### src/design/sc_guard_map.vh
`ifndef SC_GUARD_MAP_VH
`define SC_GUARD_MAP_VH

// Register indices; byte address is four times the index
`define IDX_CONTROL         18'h0FE10
`define IDX_STATUS          18'h0FE11
`define IDX_RATE            18'h0FE13
`define IDX_CHECK_HIGH      18'h0FE14
`define IDX_CHECK_LOW       18'h0FE15
`define IDX_BLOCK_GUARD     18'h0FE16
`define IDX_EXTRA_GUARD     18'h0FE17

// Reset values
`define RST_CONTROL         8'h00
`define RST_RATE            8'h11
`define RST_CHECK_HIGH      8'hFF
`define RST_CHECK_LOW       8'hFF
`define RST_BLOCK_GUARD     8'h10
`define RST_EXTRA_GUARD     8'h0C
`define RST_ETU_DIV         13'h02E8

// Control fields
`define CTL_T1_MODE         0
`define CTL_CHECK_GEN_EN    1
`define CTL_LRC_MODE        2

// Status fields
`define STS_TX_GO           0
`define STS_APPEND_BUSY     1
`define STS_BGT_PENDING     2

// Block guard register fields
`define BGT_FIELD_MSB       4
`define BGT_EGT_MSB_BIT     7

// Rate register fields
`define RATE_F_MSB          7
`define RATE_F_LSB          4
`define RATE_D_MSB          3
`define RATE_D_LSB          0

// Extra guard floors in ETUs
`define EGT_MIN_T0          9'h00C
`define EGT_MIN_T1          9'h00B

// Check code polynomial, x^16 + x^12 + x^5 + 1
`define CRC_POLY            16'h1021

`endif

### src/design/sc_etu_guard.v
// Overview of operation
// - Clock rate code selects Fi table value
// - Baud adjust code selects Di table value
// - ETU divider equals rounded twice Fi over Di
// - Inexact divisors rounded to nearest whole count
// - Check register bytes reset to FF
// - T1 with enable appends check code after message
// - LRC uses only check low byte
// - CRC polynomial x16 plus x12 plus x5 plus 1
// - CRC computed on direct convention byte values
// - Received check bytes also go to FIFO
// - T1 bytes update check register, except transmitted appended check bytes
// - Check register readable with running value
// - Appended code obeys normal character spacing
// - Transmit after a received start bit waits for block guard time
// - Extra guard nine bits spaces transmit starts
// - Extra guard floor twelve T0, eleven T1
// - ETU from rate register nibbles, default 11
`timescale 1ns/1ps
`include "sc_guard_map.vh"

module sc_etu_guard #(
   parameter ADDR_W = 20
)(
   input  wire              CLK_IN,
   input  wire              RST_IN,
   input  wire [ADDR_W-1:0] PADDR_IN,
   input  wire              PSEL_IN,
   input  wire              PENABLE_IN,
   input  wire              PWRITE_IN,
   input  wire [31:0]       PWDATA_IN,
   output wire [31:0]       PRDATA_OUT,
   output wire              PREADY_OUT,
   output wire              PSLVERR_OUT,
   input  wire              TX_START_IN,
   input  wire [7:0]        TX_DATA_IN,
   input  wire              TX_LAST_IN,
   input  wire              RX_START_IN,
   input  wire              RX_BYTE_VALID_IN,
   input  wire [7:0]        RX_DATA_IN,
   output wire              TX_GO_OUT,
   output wire              CHK_VALID_OUT,
   output wire [7:0]        CHK_BYTE_OUT,
   output wire              RX_FIFO_VALID_OUT,
   output wire [7:0]        RX_FIFO_DATA_OUT,
   output wire [12:0]       ETU_DIV_OUT,
   output wire              ETU_TICK_OUT
);

   // Register storage
   reg  [7:0]  control;
   reg  [7:0]  rate_factor_register;
   reg  [7:0]  check_code_high_byte;
   reg  [7:0]  check_code_low_byte;
   reg  [7:0]  block_guard_time;
   reg  [7:0]  extra_guard_time_low;
   reg  [31:0] rdata;
   reg         slverr;

   // Timing and framing state
   reg  [12:0] etu_div;
   reg  [12:0] etu_cnt;
   reg         etu_tick;
   reg  [8:0]  egt_cnt;
   reg  [4:0]  bgt_cnt;
   reg         bgt_pending;
   reg         egt_pending;
   reg  [1:0]  append_left;
   reg  [7:0]  chk_byte;
   reg         rx_fifo_valid;
   reg  [7:0]  rx_fifo_data;

   // Combinational values
   reg  [11:0] fi_value;
   reg  [5:0]  di_value;
   reg  [12:0] next_etu_div;
   reg  [15:0] next_check;
   reg  [7:0]  upd_byte;
   reg         upd_en;
   reg  [8:0]  egt_eff;
   reg         mapped;
   reg  [31:0] rd_mux;

   wire [17:0] idx       = PADDR_IN[19:2];
   wire        setup     = PSEL_IN & ~PENABLE_IN;
   wire        wr_access = PSEL_IN & PENABLE_IN & PWRITE_IN & ~slverr;
   wire        t1_mode   = control[`CTL_T1_MODE];
   wire        gen_en    = control[`CTL_CHECK_GEN_EN];
   wire        lrc_mode  = control[`CTL_LRC_MODE];
   wire [3:0]  f_code    = rate_factor_register[`RATE_F_MSB:`RATE_F_LSB];
   wire [3:0]  d_code    = rate_factor_register[`RATE_D_MSB:`RATE_D_LSB];
   wire [4:0]  bgt_field = block_guard_time[`BGT_FIELD_MSB:0];
   wire [8:0]  egt_field = {block_guard_time[`BGT_EGT_MSB_BIT], extra_guard_time_low};
   wire        appending = (append_left != 2'b00);
   wire        tx_char   = TX_START_IN & ~appending;
   wire        tx_go     = ~bgt_pending & ~egt_pending;

   // CRC step over one byte, most significant bit first
   function [15:0] crc_byte;
      input [15:0] crc_in;
      input [7:0]  data;
      integer      i;
      reg   [15:0] c;
      begin
         c = crc_in;
         for (i = 7; i >= 0; i = i - 1)
         begin
            if (c[15] ^ data[i])
               c = {c[14:0], 1'b0} ^ `CRC_POLY;
            else
               c = {c[14:0], 1'b0};
         end
         crc_byte = c;
      end
   endfunction

   always @*
   begin
      case (f_code)
         4'h0, 4'h1: fi_value = 12'd372;
         4'h2:       fi_value = 12'd558;
         4'h3:       fi_value = 12'd744;
         4'h4:       fi_value = 12'd1116;
         4'h5:       fi_value = 12'd1488;
         4'h6, 4'h7: fi_value = 12'd1860;
         4'h8, 4'h9: fi_value = 12'd512;
         4'hA:       fi_value = 12'd768;
         4'hB:       fi_value = 12'd1024;
         4'hC:       fi_value = 12'd1536;
         default:    fi_value = 12'd2048;
      endcase
   end

   always @*
   begin
      case (d_code)
         4'h0, 4'h1: di_value = 6'd1;
         4'h2:       di_value = 6'd2;
         4'h3:       di_value = 6'd4;
         4'h4:       di_value = 6'd8;
         4'h5:       di_value = 6'd16;
         4'h6, 4'h7: di_value = 6'd32;
         4'h8:       di_value = 6'd12;
         4'h9:       di_value = 6'd20;
         default:    di_value = 6'd16;
      endcase
   end

   // Twice Fi over Di; adding half of Di rounds to nearest
   // keeps inexact ratios within a fraction of a count
   always @*
   begin
      // Widest sum is 4096 plus 16, so thirteen bits never overflow
      next_etu_div = (({1'b0, fi_value} << 1) + {7'h00, di_value[5:1]})
                     / {7'h00, di_value};
   end

   // Extra guard floor depends on protocol
   always @*
   begin
      egt_eff = egt_field;
      if (t1_mode && egt_field < `EGT_MIN_T1)
         egt_eff = `EGT_MIN_T1;
      else if (!t1_mode && egt_field < `EGT_MIN_T0)
         egt_eff = `EGT_MIN_T0;
   end

   // Byte feeding the check register: transmitted data or received data
   always @*
   begin
      upd_en   = 1'b0;
      upd_byte = RX_DATA_IN;
      // Update in T1 regardless of enable
      if (t1_mode && tx_char)
      begin
         upd_en   = 1'b1;
         upd_byte = TX_DATA_IN;
      end
      else if (t1_mode && RX_BYTE_VALID_IN)
      begin
         upd_en = 1'b1;
      end
   end

   // Bytes arrive in direct convention so CRC is convention free
   always @*
   begin
      if (lrc_mode)
         // Only the low byte carries the LRC
         next_check = {check_code_high_byte, check_code_low_byte ^ upd_byte};
      else
         next_check = crc_byte({check_code_high_byte, check_code_low_byte}, upd_byte);
   end

   // ETU divider: count registered so a rate change settles in one cycle
   // Rate register nibbles drive the divider
   always @(posedge CLK_IN or posedge RST_IN)
   begin
      if (RST_IN)
      begin
         etu_div  <= `RST_ETU_DIV;
         etu_cnt  <= 13'h0000;
         etu_tick <= 1'b0;
      end
      else
      begin
         etu_div  <= next_etu_div;
         // Phase restarts at each start bit so guard counts align to edges
         if (TX_START_IN || RX_START_IN || etu_cnt >= etu_div - 13'h0001)
            etu_cnt <= 13'h0000;
         else
            etu_cnt <= etu_cnt + 13'h0001;
         etu_tick <= ~(TX_START_IN | RX_START_IN) & (etu_cnt >= etu_div - 13'h0001);
      end
   end

   // Guard timers
   always @(posedge CLK_IN or posedge RST_IN)
   begin
      if (RST_IN)
      begin
         bgt_cnt     <= 5'h00;
         bgt_pending <= 1'b0;
         egt_cnt     <= 9'h000;
         egt_pending <= 1'b0;
      end
      else
      begin
         // Block guard starts at received start bit
         if (RX_START_IN)
         begin
            bgt_cnt     <= 5'h00;
            bgt_pending <= (bgt_field != 5'h00);
         end
         else if (bgt_pending && etu_tick)
         begin
            bgt_cnt <= bgt_cnt + 5'h01;
            if (bgt_cnt + 5'h01 >= bgt_field)
               bgt_pending <= 1'b0;
         end
         // Check bytes start through the same gate
         if (TX_START_IN)
         begin
            egt_cnt     <= 9'h000;
            egt_pending <= 1'b1;
         end
         else if (egt_pending && etu_tick)
         begin
            egt_cnt <= egt_cnt + 9'h001;
            if (egt_cnt + 9'h001 >= egt_eff)
               egt_pending <= 1'b0;
         end
      end
   end

   // Check register, append sequencing and receive forwarding
   always @(posedge CLK_IN or posedge RST_IN)
   begin
      if (RST_IN)
      begin
         check_code_high_byte <= `RST_CHECK_HIGH;
         check_code_low_byte  <= `RST_CHECK_LOW;
         append_left          <= 2'b00;
         chk_byte             <= 8'h00;
         rx_fifo_valid        <= 1'b0;
         rx_fifo_data         <= 8'h00;
      end
      else
      begin
         // Firmware reload wins over a same-cycle update
         if (wr_access && idx == `IDX_CHECK_HIGH)
            check_code_high_byte <= PWDATA_IN[7:0];
         else if (upd_en)
            check_code_high_byte <= next_check[15:8];
         if (wr_access && idx == `IDX_CHECK_LOW)
            check_code_low_byte <= PWDATA_IN[7:0];
         else if (upd_en)
            check_code_low_byte <= next_check[7:0];
         // Last byte with generation on starts the append
         if (tx_char && TX_LAST_IN && t1_mode && gen_en)
         begin
            append_left <= lrc_mode ? 2'b01 : 2'b10;
            chk_byte    <= lrc_mode ? next_check[7:0] : next_check[15:8];
         end
         else if (TX_START_IN && appending)
         begin
            append_left <= append_left - 2'b01;
            chk_byte    <= check_code_low_byte;
         end
         // Every received byte, check bytes included, goes on
         rx_fifo_valid <= RX_BYTE_VALID_IN;
         if (RX_BYTE_VALID_IN)
            rx_fifo_data <= RX_DATA_IN;
      end
   end

   // APB read selection and decode
   // Running check value readable at any time
   always @*
   begin
      mapped = 1'b1;
      rd_mux = 32'h00000000;
      case (idx)
         `IDX_CONTROL:     rd_mux[7:0] = control;
         `IDX_STATUS:      rd_mux[2:0] = {bgt_pending, appending, tx_go};
         `IDX_RATE:        rd_mux[7:0] = rate_factor_register;
         `IDX_CHECK_HIGH:  rd_mux[7:0] = check_code_high_byte;
         `IDX_CHECK_LOW:   rd_mux[7:0] = check_code_low_byte;
         `IDX_BLOCK_GUARD: rd_mux[7:0] = block_guard_time & 8'h9F;
         `IDX_EXTRA_GUARD: rd_mux[7:0] = extra_guard_time_low;
         default:          mapped = 1'b0;
      endcase
   end

   // APB slave: read data and error latched in the setup cycle
   always @(posedge CLK_IN or posedge RST_IN)
   begin
      if (RST_IN)
      begin
         rdata                <= 32'h00000000;
         slverr               <= 1'b0;
         control              <= `RST_CONTROL;
         rate_factor_register <= `RST_RATE;
         block_guard_time     <= `RST_BLOCK_GUARD;
         extra_guard_time_low <= `RST_EXTRA_GUARD;
      end
      else
      begin
         if (setup)
         begin
            rdata  <= rd_mux;
            slverr <= ~mapped | (PWRITE_IN && idx == `IDX_STATUS);
         end
         if (wr_access)
         begin
            case (idx)
               `IDX_CONTROL:     control <= PWDATA_IN[7:0] & 8'h07;
               `IDX_RATE:        rate_factor_register <= PWDATA_IN[7:0];
               `IDX_BLOCK_GUARD: block_guard_time <= PWDATA_IN[7:0] & 8'h9F;
               `IDX_EXTRA_GUARD: extra_guard_time_low <= PWDATA_IN[7:0];
               default:          control <= control;
            endcase
         end
      end
   end

   assign PRDATA_OUT        = rdata;
   assign PREADY_OUT        = 1'b1;
   assign PSLVERR_OUT       = PSEL_IN & PENABLE_IN & slverr;
   assign TX_GO_OUT         = tx_go;
   assign CHK_VALID_OUT     = appending;
   assign CHK_BYTE_OUT      = chk_byte;
   assign RX_FIFO_VALID_OUT = rx_fifo_valid;
   assign RX_FIFO_DATA_OUT  = rx_fifo_data;
   assign ETU_DIV_OUT       = etu_div;
   assign ETU_TICK_OUT      = etu_tick;

endmodule

### config.mk
export PLATFORM = sky130hd
export DESIGN_NAME = sc_etu_guard
export DESIGN_NICKNAME = d
export VERILOG_FILES = /design/src/design/sc_etu_guard.v
export VERILOG_INCLUDE_DIRS = /design/src /design/src/design
export SDC_FILE = /design/constraint.sdc
export NUM_CORES = 1
export LEC_CHECK = 0
export CORE_MARGIN = 4
export CORE_UTILIZATION = 39
export DETAILED_ROUTE_END_ITERATION = 8
export DONT_BUFFER_PORTS = 1
export GPL_TIMING_DRIVEN = 0
export PLACE_DENSITY_LB_ADDON = 0.25
export SLEW_MARGIN = 20
export SYNTH_ARGS = -nofsm -noshare
export SYNTH_HDL_FRONTEND = slang
export SYNTH_SLANG_ARGS = --single-unit
export TNS_END_PERCENT = 10
### constraint.sdc
create_clock -name CLK_IN -period 61 [get_ports CLK_IN]
set_clock_uncertainty 0.2 [all_clocks]
set_input_delay 9.15 -clock CLK_IN [delete_from_list [all_inputs] [get_ports CLK_IN]]
set_output_delay 9.15 -clock CLK_IN [all_outputs]
set_load 0.05 [all_outputs]
==> qor.csv, run 1 <==
stage,metric,value,unit
run_status,outcome,"complete, no violations",
critical_path,r2r_cells,108,
clocking,clkSlewWorstSetupHoldPaths,70,ps
critical_path,required,61000,ps
synthesis,async_flop_share,1.00,
synthesis,yosysWarnings,0,
synthesis,yosysUniqueCellTypes,91,
place,dp_hpwl,21700,um
synthesis,synth_top_flop_cell,dfrtp_1,
routing,drt-initial-drc-count,659,
finish,syn_to_final_growth,7.95,%
routing,topRoutingLayerUsed,met4,
critical_path,cp_max_fo,13,
timing,slew_headroom,0.314,
floorplan,core_area,26200,um2
clocking,cts_resized,0,
critical_path,slowest_delay,770,ps
timing,setup_viol,0,
floorplan,start_util,0.399,
timing,max_freq,0.0393,GHz
timing,final_hold_viol_count,0,
finish,drive_gt1_frac,0.134,
finish,final_cells,1595,
routing,wl_met1,13100,um
routing,wl_per_cell,17.2,um
place,dp_cells,1579,
timing,fin_crit_sh,0.417,
clocking,numCtsBuffers,9,
place,io_buffers,0,
power_and_ir_drop,ir_drop,10.4,uV
synthesis,syn_inst,1220,
worst_hold_path,holdPathEnd,etu_cnt[0],
finish,fillers,2589,
synthesis,ys_ff_latch,112,
critical_path,r2r_end,ETU_DIV_OUT[0],
run,max_cap_violations,0,
clocking,clk-insertion-delay-late,370,ps
clocking,clockBufferDepth,2,
finish,finalInstanceArea,11300,um2
clocking,cts_tree,built,
clocking,ctsHtreeMaxLevel,3,
global_route,grt_max_degree,65,
place,post_dp_cell_area,11000,um2
timing,rsz0062_at_grt,false,
critical_path,rrSetupSlack,35560,ps
place,gp_congestion,0.833,
global_route,grt_pass1_vias,8544,
routing,antenna_left,0,
critical_path,path_class,reg -> reg,
clocking,root_buffer,clkbuf_16,
place,pre_cts_ws,35760,ps
critical_path,arrival,25440,ps
global_route,grt_pass1_wl,44200,um
floorplan,die_x,172,um
worst_hold_path,holdPathStages,1,
floorplan,pin_count,144,
power_and_ir_drop,p_leak,4.96,nW
synthesis,synth_edf_count,0,
timing,whs,328,ps
critical_path,end_kind,flop,
synthesis,synth_area,10500,um2
finish,utilization,0.431,
timing,fin_crit,25440,ps
clocking,cts_setup_buffers,0,
timing,worst_slew_pin_slew,1030,ps
critical_path,critPathLaunchType,flop,
power_and_ir_drop,p_per_area,15.2,nW/um2
clocking,cts_hold_buf,0,
floorplan,design.die.area,29500,um2
critical_path,cp_common_cell,ha_1,
clocking,numClockSinks,112,
timing,setup_ws,35560,ps
global_route,grt_antenna_before_repair,0,
floorplan,die_y,172,um
worst_hold_path,hp-class,reg -> reg,
routing,vias,8900,
routing,wl_met2,12400,um
routing,drc,0,
power_and_ir_drop,power,172,uW
finish,nets,1432,
critical_path,cpMaxStageDelayCell,a311oi_1,
synthesis,yosysSeqAreaShare,0.271,
routing,wl_met3,1580,um
global_route,grt_overflow,0,
global_route,track_usage,0.185,
timing,final.setup.tns,0,ps
synthesis,syn_area_per_cell,8.57,um2
finish,num_antenna_cells,0,
floorplan,std_cell_rows,59,
critical_path,r2r_start,rate_factor_register[3],
routing,avgViaCountPerCell,5.58,
routing,drt_pass1_iterations,5,
timing,drv_slew,0,
worst_hold_path,min_from,etu_cnt[0],
routing,drt_wl_total,27500,um
[cells by family after synthesis]
group,synth area share
and+or+nand+nor,0.193
AOI/OAI and AO/OA,0.197
buffers and inverters,0.0553
DFF,0.271
adders and majority gates,0.121
xor gates and xnor gates,0.0829
muxes,0.0781
other,0.000718
[per-layer routing]
metal,track usage,up-vias
li1,-,4449
met1,0.256,4178
met2,0.306,246
met3,0.0260,27
met4,0.0472,0
met5,0,-
[cell usage in the layout (no fill, tap or decap), types with 10 or more instances in the layout]
| cell | instances |
|---|---|
| mux2_2 | 43 |
| nand2_1 | 92 |
| dfrtp_1 | 86 |
| xor2_1 | 42 |
| nor3_1 | 43 |
| ha_1 | 99 |
| nor2b_1 | 23 |
| o21a_1 | 25 |
| a21oi_1 | 86 |
| and3_1 | 11 |
| or2_2 | 12 |
| inv_1 | 43 |
| mux2i_1 | 22 |
| nand2b_1 | 18 |
| dfstp_2 | 26 |
| nand3_1 | 31 |
| buf_4 | 26 |
| a221oi_1 | 13 |
| nor2_1 | 106 |
| conb_1 | 25 |
| and2_1 | 10 |
| a21o_1 | 19 |
| o211ai_1 | 10 |
| or3_1 | 10 |
| o21ai_0 | 69 |
| xnor2_1 | 57 |
| clkbuf_1 | 32 |
[cell type report]
cell class / instances / area [um2] / area share
multi-input combinational: 1011 / 7140 / 0.632
sequential: 112 / 2840 / 0.251
tap: 335 / 419 / 0.0371
buffer: 72 / 398 / 0.0352
clock buffer: 9 / 225 / 0.0199
inverter: 48 / 185 / 0.0164
clock inverter: 7 / 62.6 / 0.00554
timing repair buffer: 1 / 27.5 / 0.00244
[registers in the layout, summed over array words and instances (netlist names), 8 cells and up]
| name | count |
|---|---|
| check_code_high_byte | 8 |
| CHK_BYTE_OUT | 8 |
| RX_FIFO_DATA_OUT | 8 |
| etu_cnt | 13 |
| ETU_DIV_OUT | 13 |
| rate_factor_register | 8 |
| PRDATA_OUT | 8 |
| extra_guard_time_low | 8 |
| check_code_low_byte | 8 |
| egt_cnt | 9 |
[cells in the mapped netlist, types with 5 or more instances]
cell      count  area [um2]
nor2_1      106         398
ha_1         99        1240
nand2_1      92         345
a21oi_1      86         430
dfrtp_1      86        2150
o21ai_0      69         345
xnor2_1      57         499
inv_1        44         165
mux2_2       43         484
nor3_1       43         215
xor2_1       42         368
clkbuf_1     32         120
nand3_1      31         155
buf_4        26         195
dfstp_2      26         683
o21a_1       25         188
nor2b_1      23         144
mux2i_1      22         220
a21o_1       19         143
nand2b_1     18         113
a221oi_1     13         114
or2_2        12        75.1
and3_1       11        68.8
and2_1       10        62.6
o211ai_1     10        75.1
or3_1        10        62.6
nand4_1       9        56.3
nor4_1        9        56.3
o31ai_1       8        60.1
a211oi_1      7        52.6
buf_2         6        30.0
nand3b_1      6        45.0
buf_1         5        18.8
nor3b_1       5        37.5
o221a_2       5        56.3
[report_power, final]
part	leakage [nW]	internal (mW)	switching, mW
Clock	0.141	0.0286	0.0304
Combinational	3.44	0.00863	0.0149
Sequential	1.38	0.0777	0.0116
Total	4.96	0.115	0.0569
[how the worst max path moves through the flow]
| stage | start | end | slack (ps) | cells after the start |
|---|---|---|---|---|
| after floorplan | rate_factor_register[3] | ETU_DIV_OUT[0] | 39500 | 108 |
| after global placement | rate_factor_register[3] | ETU_DIV_OUT[0] | 36050 | 108 |
| after detailed placement | rate_factor_register[3] | ETU_DIV_OUT[0] | 35760 | 108 |
| after CTS | rate_factor_register[3] | ETU_DIV_OUT[0] | 35670 | 108 |
| after global routing | rate_factor_register[3] | ETU_DIV_OUT[0] | 33240 | 106 |
| final | rate_factor_register[3] | ETU_DIV_OUT[0] | 35560 | 108 |
[critical path, delay by kind of cell, from the launching register on]
family / cells / cell delay (ps)
AO/OA/AOI/OAI: 43 / 9590
adder cells (fa/ha/maj): 13 / 3900
buffers and inverters: 13 / 2710
flip-flops: 1 / 370
multiplexers: 5 / 1640
AND/OR/NAND/NOR: 34 / 6850
(Power assumes the default switching activity.)
==> inputs of run 2 (changes only) <==
==> constraint.sdc (replaced) <==
create_clock -name CLK_IN -period 26.2 [get_ports CLK_IN]
set_clock_uncertainty 0.2 [all_clocks]
set_input_delay 3.93 -clock CLK_IN [delete_from_list [all_inputs] [get_ports CLK_IN]]
set_output_delay 3.93 -clock CLK_IN [all_outputs]
set_load 0.05 [all_outputs]
==> run 2 against run 1 <==
Compared with the run above: sequential share of layout area fell by 0.13 points; flip-flop and latch count did not move; cell count rose by 0.13%; critical path type unchanged.
==> qor.csv, run 2 (synthesized netlist as in run 1, its figures left out) <==
stage,metric,value,unit
critical_path,required,26200,ps
place,gp_congestion,0.833,
worst_hold_path,min_from,etu_cnt[0],
power_and_ir_drop,power,400,uW
global_route,grt_overflow,0,
routing,drt-initial-drc-count,660,
clocking,numCtsBuffers,9,
critical_path,slowest_delay,450,ps
finish,syn_to_final_growth,8.52,%
floorplan,std_cell_rows,59,
finish,utilization,0.433,
routing,drt_wl_total,27500,um
clocking,clockBufferDepth,2,
floorplan,design.die.area,29500,um2
finish,drive_gt1_frac,0.141,
floorplan,start_util,0.399,
timing,drv_slew,0,
critical_path,startpoint,rate_factor_register[1],
timing,slew_headroom,0.308,
critical_path,cpMaxStageDelayCell,a311oi_4,
power_and_ir_drop,comb_power_share,0.136,
clocking,cts_hold_buf,0,
power_and_ir_drop,p_switching,132,uW
place,pre_cts_ws,956,ps
floorplan,core_area,26200,um2
routing,vias,8833,
power_and_ir_drop,swShare,0.331,
global_route,grt_pass1_vias,8544,
run_status,outcome,"complete, no violations",
finish,num_antenna_cells,0,
clocking,cts_tree,built,
clocking,root_buffer,clkbuf_16,
clocking,clk-insertion-delay-late,360,ps
floorplan,die_x,172,um
floorplan,pin_count,144,
timing,max_freq,0.0415,GHz
place,dp_hpwl,21700,um
timing,fin_crit_sh,0.919,
timing,whs,328,ps
timing,final_hold_viol_count,0,
global_route,grt_antenna_before_repair,0,
power_and_ir_drop,power_frac_seq,0.520,
power_and_ir_drop,internal_power,268,uW
critical_path,r2r_start,rate_factor_register[1],
power_and_ir_drop,clkPwrFrac,0.343,
finish,mostFrequentLayoutCell,nor2_1,
critical_path,rrSetupSlack,2120,ps
timing,fin_crit,24080,ps
critical_path,arrival,24080,ps
worst_hold_path,hp-class,reg -> reg,
clocking,ctsHtreeMaxLevel,3,
critical_path,path_class,reg -> reg,
clocking,clkSlewWorstSetupHoldPaths,80,ps
routing,avgViaCountPerCell,5.53,
clocking,numClockSinks,112,
finish,layout_common_cells,"105 x nor2_1, 99 x ha_1, 92 x nand2_1",
routing,antenna_left,0,
power_and_ir_drop,ir_drop,24.2,uV
timing,worst_slew_pin_slew,1030,ps
power_and_ir_drop,p_per_area,35.2,nW/um2
place,io_buffers,0,
routing,drc,0,
critical_path,cp_max_fo,12,
routing,wl_per_cell,17.2,um
power_and_ir_drop,p_leak,4.98,nW
timing,setup_ws,2120,ps
critical_path,critPathLaunchType,flop,
run,max_cap_violations,0,
timing,setup_viol,0,
global_route,track_usage,0.185,
critical_path,end_kind,flop,
global_route,grt_pass1_wl,44200,um
routing,drt_pass1_iterations,6,
floorplan,die_y,172,um
critical_path,cp_common_cell,ha_1,
global_route,grt_max_degree,65,
finish,nets,1434,
run 2: per-stage QoR:
| stage | TNS, ps | instances | area (um2) |
|---|---|---|---|
| floorplan | 0 | 1243 | 10500 |
| global placement | 0 | 1578 | 11000 |
| detailed placement | 0 | 1579 | 11000 |
| CTS | 0 | 1595 | 11300 |
| global route | -10.2 | 1597 | 11400 |
| finish | 0 | 1597 | 11400 |
run 2: power groups by stage:
stage	clock network [mW]	logic (mW)	registers, mW
2_1_floorplan	0	0.0459	0.210
3_3_place_gp	0	0.0536	0.211
3_5_place_dp	0	0.0548	0.212
4_1_cts	0.142	0.0549	0.208
5_1_grt	0.147	0.0611	0.209
6_report	0.137	0.0545	0.208
run 2: path summary, 6_finish.rpt:
kind,end,cells after the start
worst min-delay path,etu_cnt[0],1
worst max-delay path,ETU_DIV_OUT[0],106
min in group asynchronous,CHK_BYTE_OUT[3],1
worst min register to register,etu_cnt[0],1
max in group asynchronous,check_code_low_byte[3],2
worst max register to register,ETU_DIV_OUT[0],106
run 2: worst max-delay path, delay by kind of cell (launching register included):
kind | cells | cell delay, ps
fa+ha+maj | 13 | 4040
buf+inv | 12 | 2150
mux | 5 | 1600
flops | 1 | 420
compound gates | 43 | 9290
simple gates | 33 | 6170
run 2: what timing repair did:
item / 4_1_cts / 5_1_grt
resized for setup: 0 / 7
setup buffers: 0 / 3
setup endpoints to repair: 0 / 1
run 2: layout make-up:
cell class,count,area [um2]
fill,2586,14900
tap,335,419
timing repair buffer,4,50.0
multi-input combinational,1011,7180
inverter,48,189
sequential,112,2840
clock inverter,7,62.6
clock buffer,9,225
buffer,71,394
run 2: routing by layer:
metal / vias to the layer above / wire length, um / track usage
met2: 209 / 12400 / 0.306
li1: 4451 / - / -
met3: 26 / 1430 / 0.0260
met5: - / 0 / 0
met4: 0 / 439 / 0.0472
met1: 4147 / 13200 / 0.256
==> inputs of run 3 (changes only) <==
--- a/config.mk
+++ b/config.mk
@@ -6,8 +6,10 @@
 export SDC_FILE = /design/constraint.sdc
 export NUM_CORES = 1
 export LEC_CHECK = 0
+export CORE_ASPECT_RATIO = 0.8
 export CORE_MARGIN = 4
 export CORE_UTILIZATION = 39
+export CTS_BUF_LIST = sky130_fd_sc_hd__clkbuf_8
 export DETAILED_ROUTE_END_ITERATION = 8
 export DONT_BUFFER_PORTS = 1
 export GPL_TIMING_DRIVEN = 0
==> run 3 against run 2 <==
Compared with the run above: cell count up 1.4%; via count rose by 1.1%; count of clock-buffer cells in the layout is the same; register-to-register slack is essentially flat; clock power is 19% lower; die area about the same; utilization down 0.45 points; wire length rose by 1.2%; setup slack got worse by 4.4 ps; sequential power barely moved; critical path depth is 1 higher; largest cell class unchanged.
==> qor.csv, run 3 (synthesized netlist as in run 1, its figures left out) <==
stage,metric,value,unit
routing,drt_wl_total,27800,um
timing,slew_headroom,0.344,
routing,drt-initial-drc-count,633,
finish,utilization,0.429,
routing,vias,8929,
place,dp_hpwl,22200,um
critical_path,rrSetupSlack,2110,ps
floorplan,core_area,26300,um2
critical_path,r2r_cells,107,
clocking,clk-insertion-delay-late,400,ps
floorplan,design.die.area,29500,um2
routing,drt_pass1_iterations,5,
power_and_ir_drop,p_leak,4.94,nW
routing,avgViaCountPerCell,5.52,
critical_path,r2r_start,rate_factor_register[3],
worst_hold_path,holdPathEnd,etu_cnt[0],
finish,syn_to_final_growth,7.88,%
critical_path,path_class,reg -> reg,
critical_path,arrival,24150,ps
finish,multi_input_comb_area,7170,um2
global_route,track_usage,0.185,
power_and_ir_drop,p_per_area,33.2,nW/um2
timing,drv_slew,0,
global_route,grt_overflow,0,
routing,drc,0,
timing,fin_crit,24090,ps
finish,drive_gt1_frac,0.140,
timing,rsz0062_at_grt,false,
critical_path,cp_max_fo,12,
finish,fillers,2596,
place,gp_congestion,0.909,
critical_path,required,26260,ps
floorplan,die_y,154,um
clocking,numCtsBuffers,9,
finish,seqCellArea,2840,um2
timing,worst_slew_pin_slew,981,ps
finish,final_cells,1619,
timing,final.setup.tns,0,ps
critical_path,cpMaxStageDelayCell,a311oi_4,
critical_path,cp_common_cell,ha_1,
finish,layout_common_cells,"106 x nor2_1, 99 x ha_1, 92 x nand2_1",
floorplan,start_util,0.397,
clocking,clockBufferDepth,2,
routing,antenna_left,0,
place,io_buffers,0,
worst_hold_path,hp-class,reg -> reg,
critical_path,r2r_end,ETU_DIV_OUT[0],
global_route,grt_max_degree,69,
place,dp_cells,1601,
run_status,outcome,"complete, no violations",
finish,num_antenna_cells,0,
clocking,clkSlewWorstSetupHoldPaths,120,ps
run,max_cap_violations,0,
floorplan,pin_count,144,
global_route,grt_pass1_vias,8401,
clocking,cts_tree,built,
timing,final_hold_viol_count,0,
timing,max_freq,0.0415,GHz
global_route,grt_pass1_wl,44700,um
clocking,numClockSinks,112,
routing,wl_per_cell,17.2,um
power_and_ir_drop,power,375,uW
critical_path,end_kind,flop,
critical_path,startpoint,rate_factor_register[3],
timing,setup_ws,2110,ps
worst_hold_path,min_from,etu_cnt[0],
finish,nets,1434,
floorplan,die_x,191,um
clocking,cts_hold_buf,0,
critical_path,critPathLaunchType,flop,
power_and_ir_drop,ir_drop,25.8,uV
clocking,ctsHtreeMaxLevel,3,
clocking,root_buffer,clkbuf_8,
place,pre_cts_ws,810,ps
timing,fin_crit_sh,0.919,
timing,setup_viol,0,
critical_path,slowest_delay,490,ps
worst_hold_path,holdPathStages,1,
floorplan,std_cell_rows,53,
finish,mostFrequentLayoutCell,nor2_1,
global_route,grt_antenna_before_repair,0,
## run 3: cell count changes in the layout (fill, tap and decap cells not counted), sizes merged
cell / change
bufinv: +1
clkinvlp: -1
## run 3: layer usage
metal,GRT usage,vias up,share of wire
li1,-,4464,-
met4,0.0325,0,0.011
met5,0,-,0
met1,0.279,4224,0.51
met3,0.0347,21,0.057
met2,0.279,220,0.42
## run 3: worst max-delay path by stage
stage                           endpoint  slack, ps  depth (start not counted)
after floorplan           ETU_DIV_OUT[0]       4700                        108
after global placement    ETU_DIV_OUT[0]       1180                        108
after detailed placement  ETU_DIV_OUT[0]        810                        108
after CTS                 ETU_DIV_OUT[0]        760                        108
after global routing      ETU_DIV_OUT[0]         20                        107
final                     ETU_DIV_OUT[0]       2110                        107
## run 3: worst max-delay path: cells and delay by family (launching register included)
family,cells,cell delay (ps)
flops,1,390
simple gates,33,6400
mux,4,1350
buf+inv,12,2040
compound gates,45,9770
fa+ha+maj,13,3790
## run 3: final cells by class
cell class,instances,area share
Multi-Input combinational cell,1011,0.635
Sequential cell,112,0.251
Tap cell,357,0.0396
Buffer,71,0.0349
Inverter,48,0.0167
Clock buffer,9,0.0110
Clock inverter,7,0.00687
Timing Repair Buffer,4,0.00444
## run 3: metrics by stage
stage                     hold WS (ps)  instance area [um2]
final                              330                11300
after global routing               346                11300
after CTS                          324                11200
after detailed placement           308                11000
after global placement             298                11000
after floorplan                    269                10500
## run 3: power breakdown
group          switching, mW  total [mW]  internal [mW]  leakage (nW)
clock network         0.0652       0.111         0.0455         0.106
logic                 0.0352      0.0553         0.0201          3.45
registers             0.0277       0.209          0.181          1.38
## run 3: what timing repair did
item                                    in CTS  in global routing
endpoints found under the hold margin        0                  0
resized for setup                            0                  7
setup buffers                                0                  3
endpoints found under the setup margin       0                  1
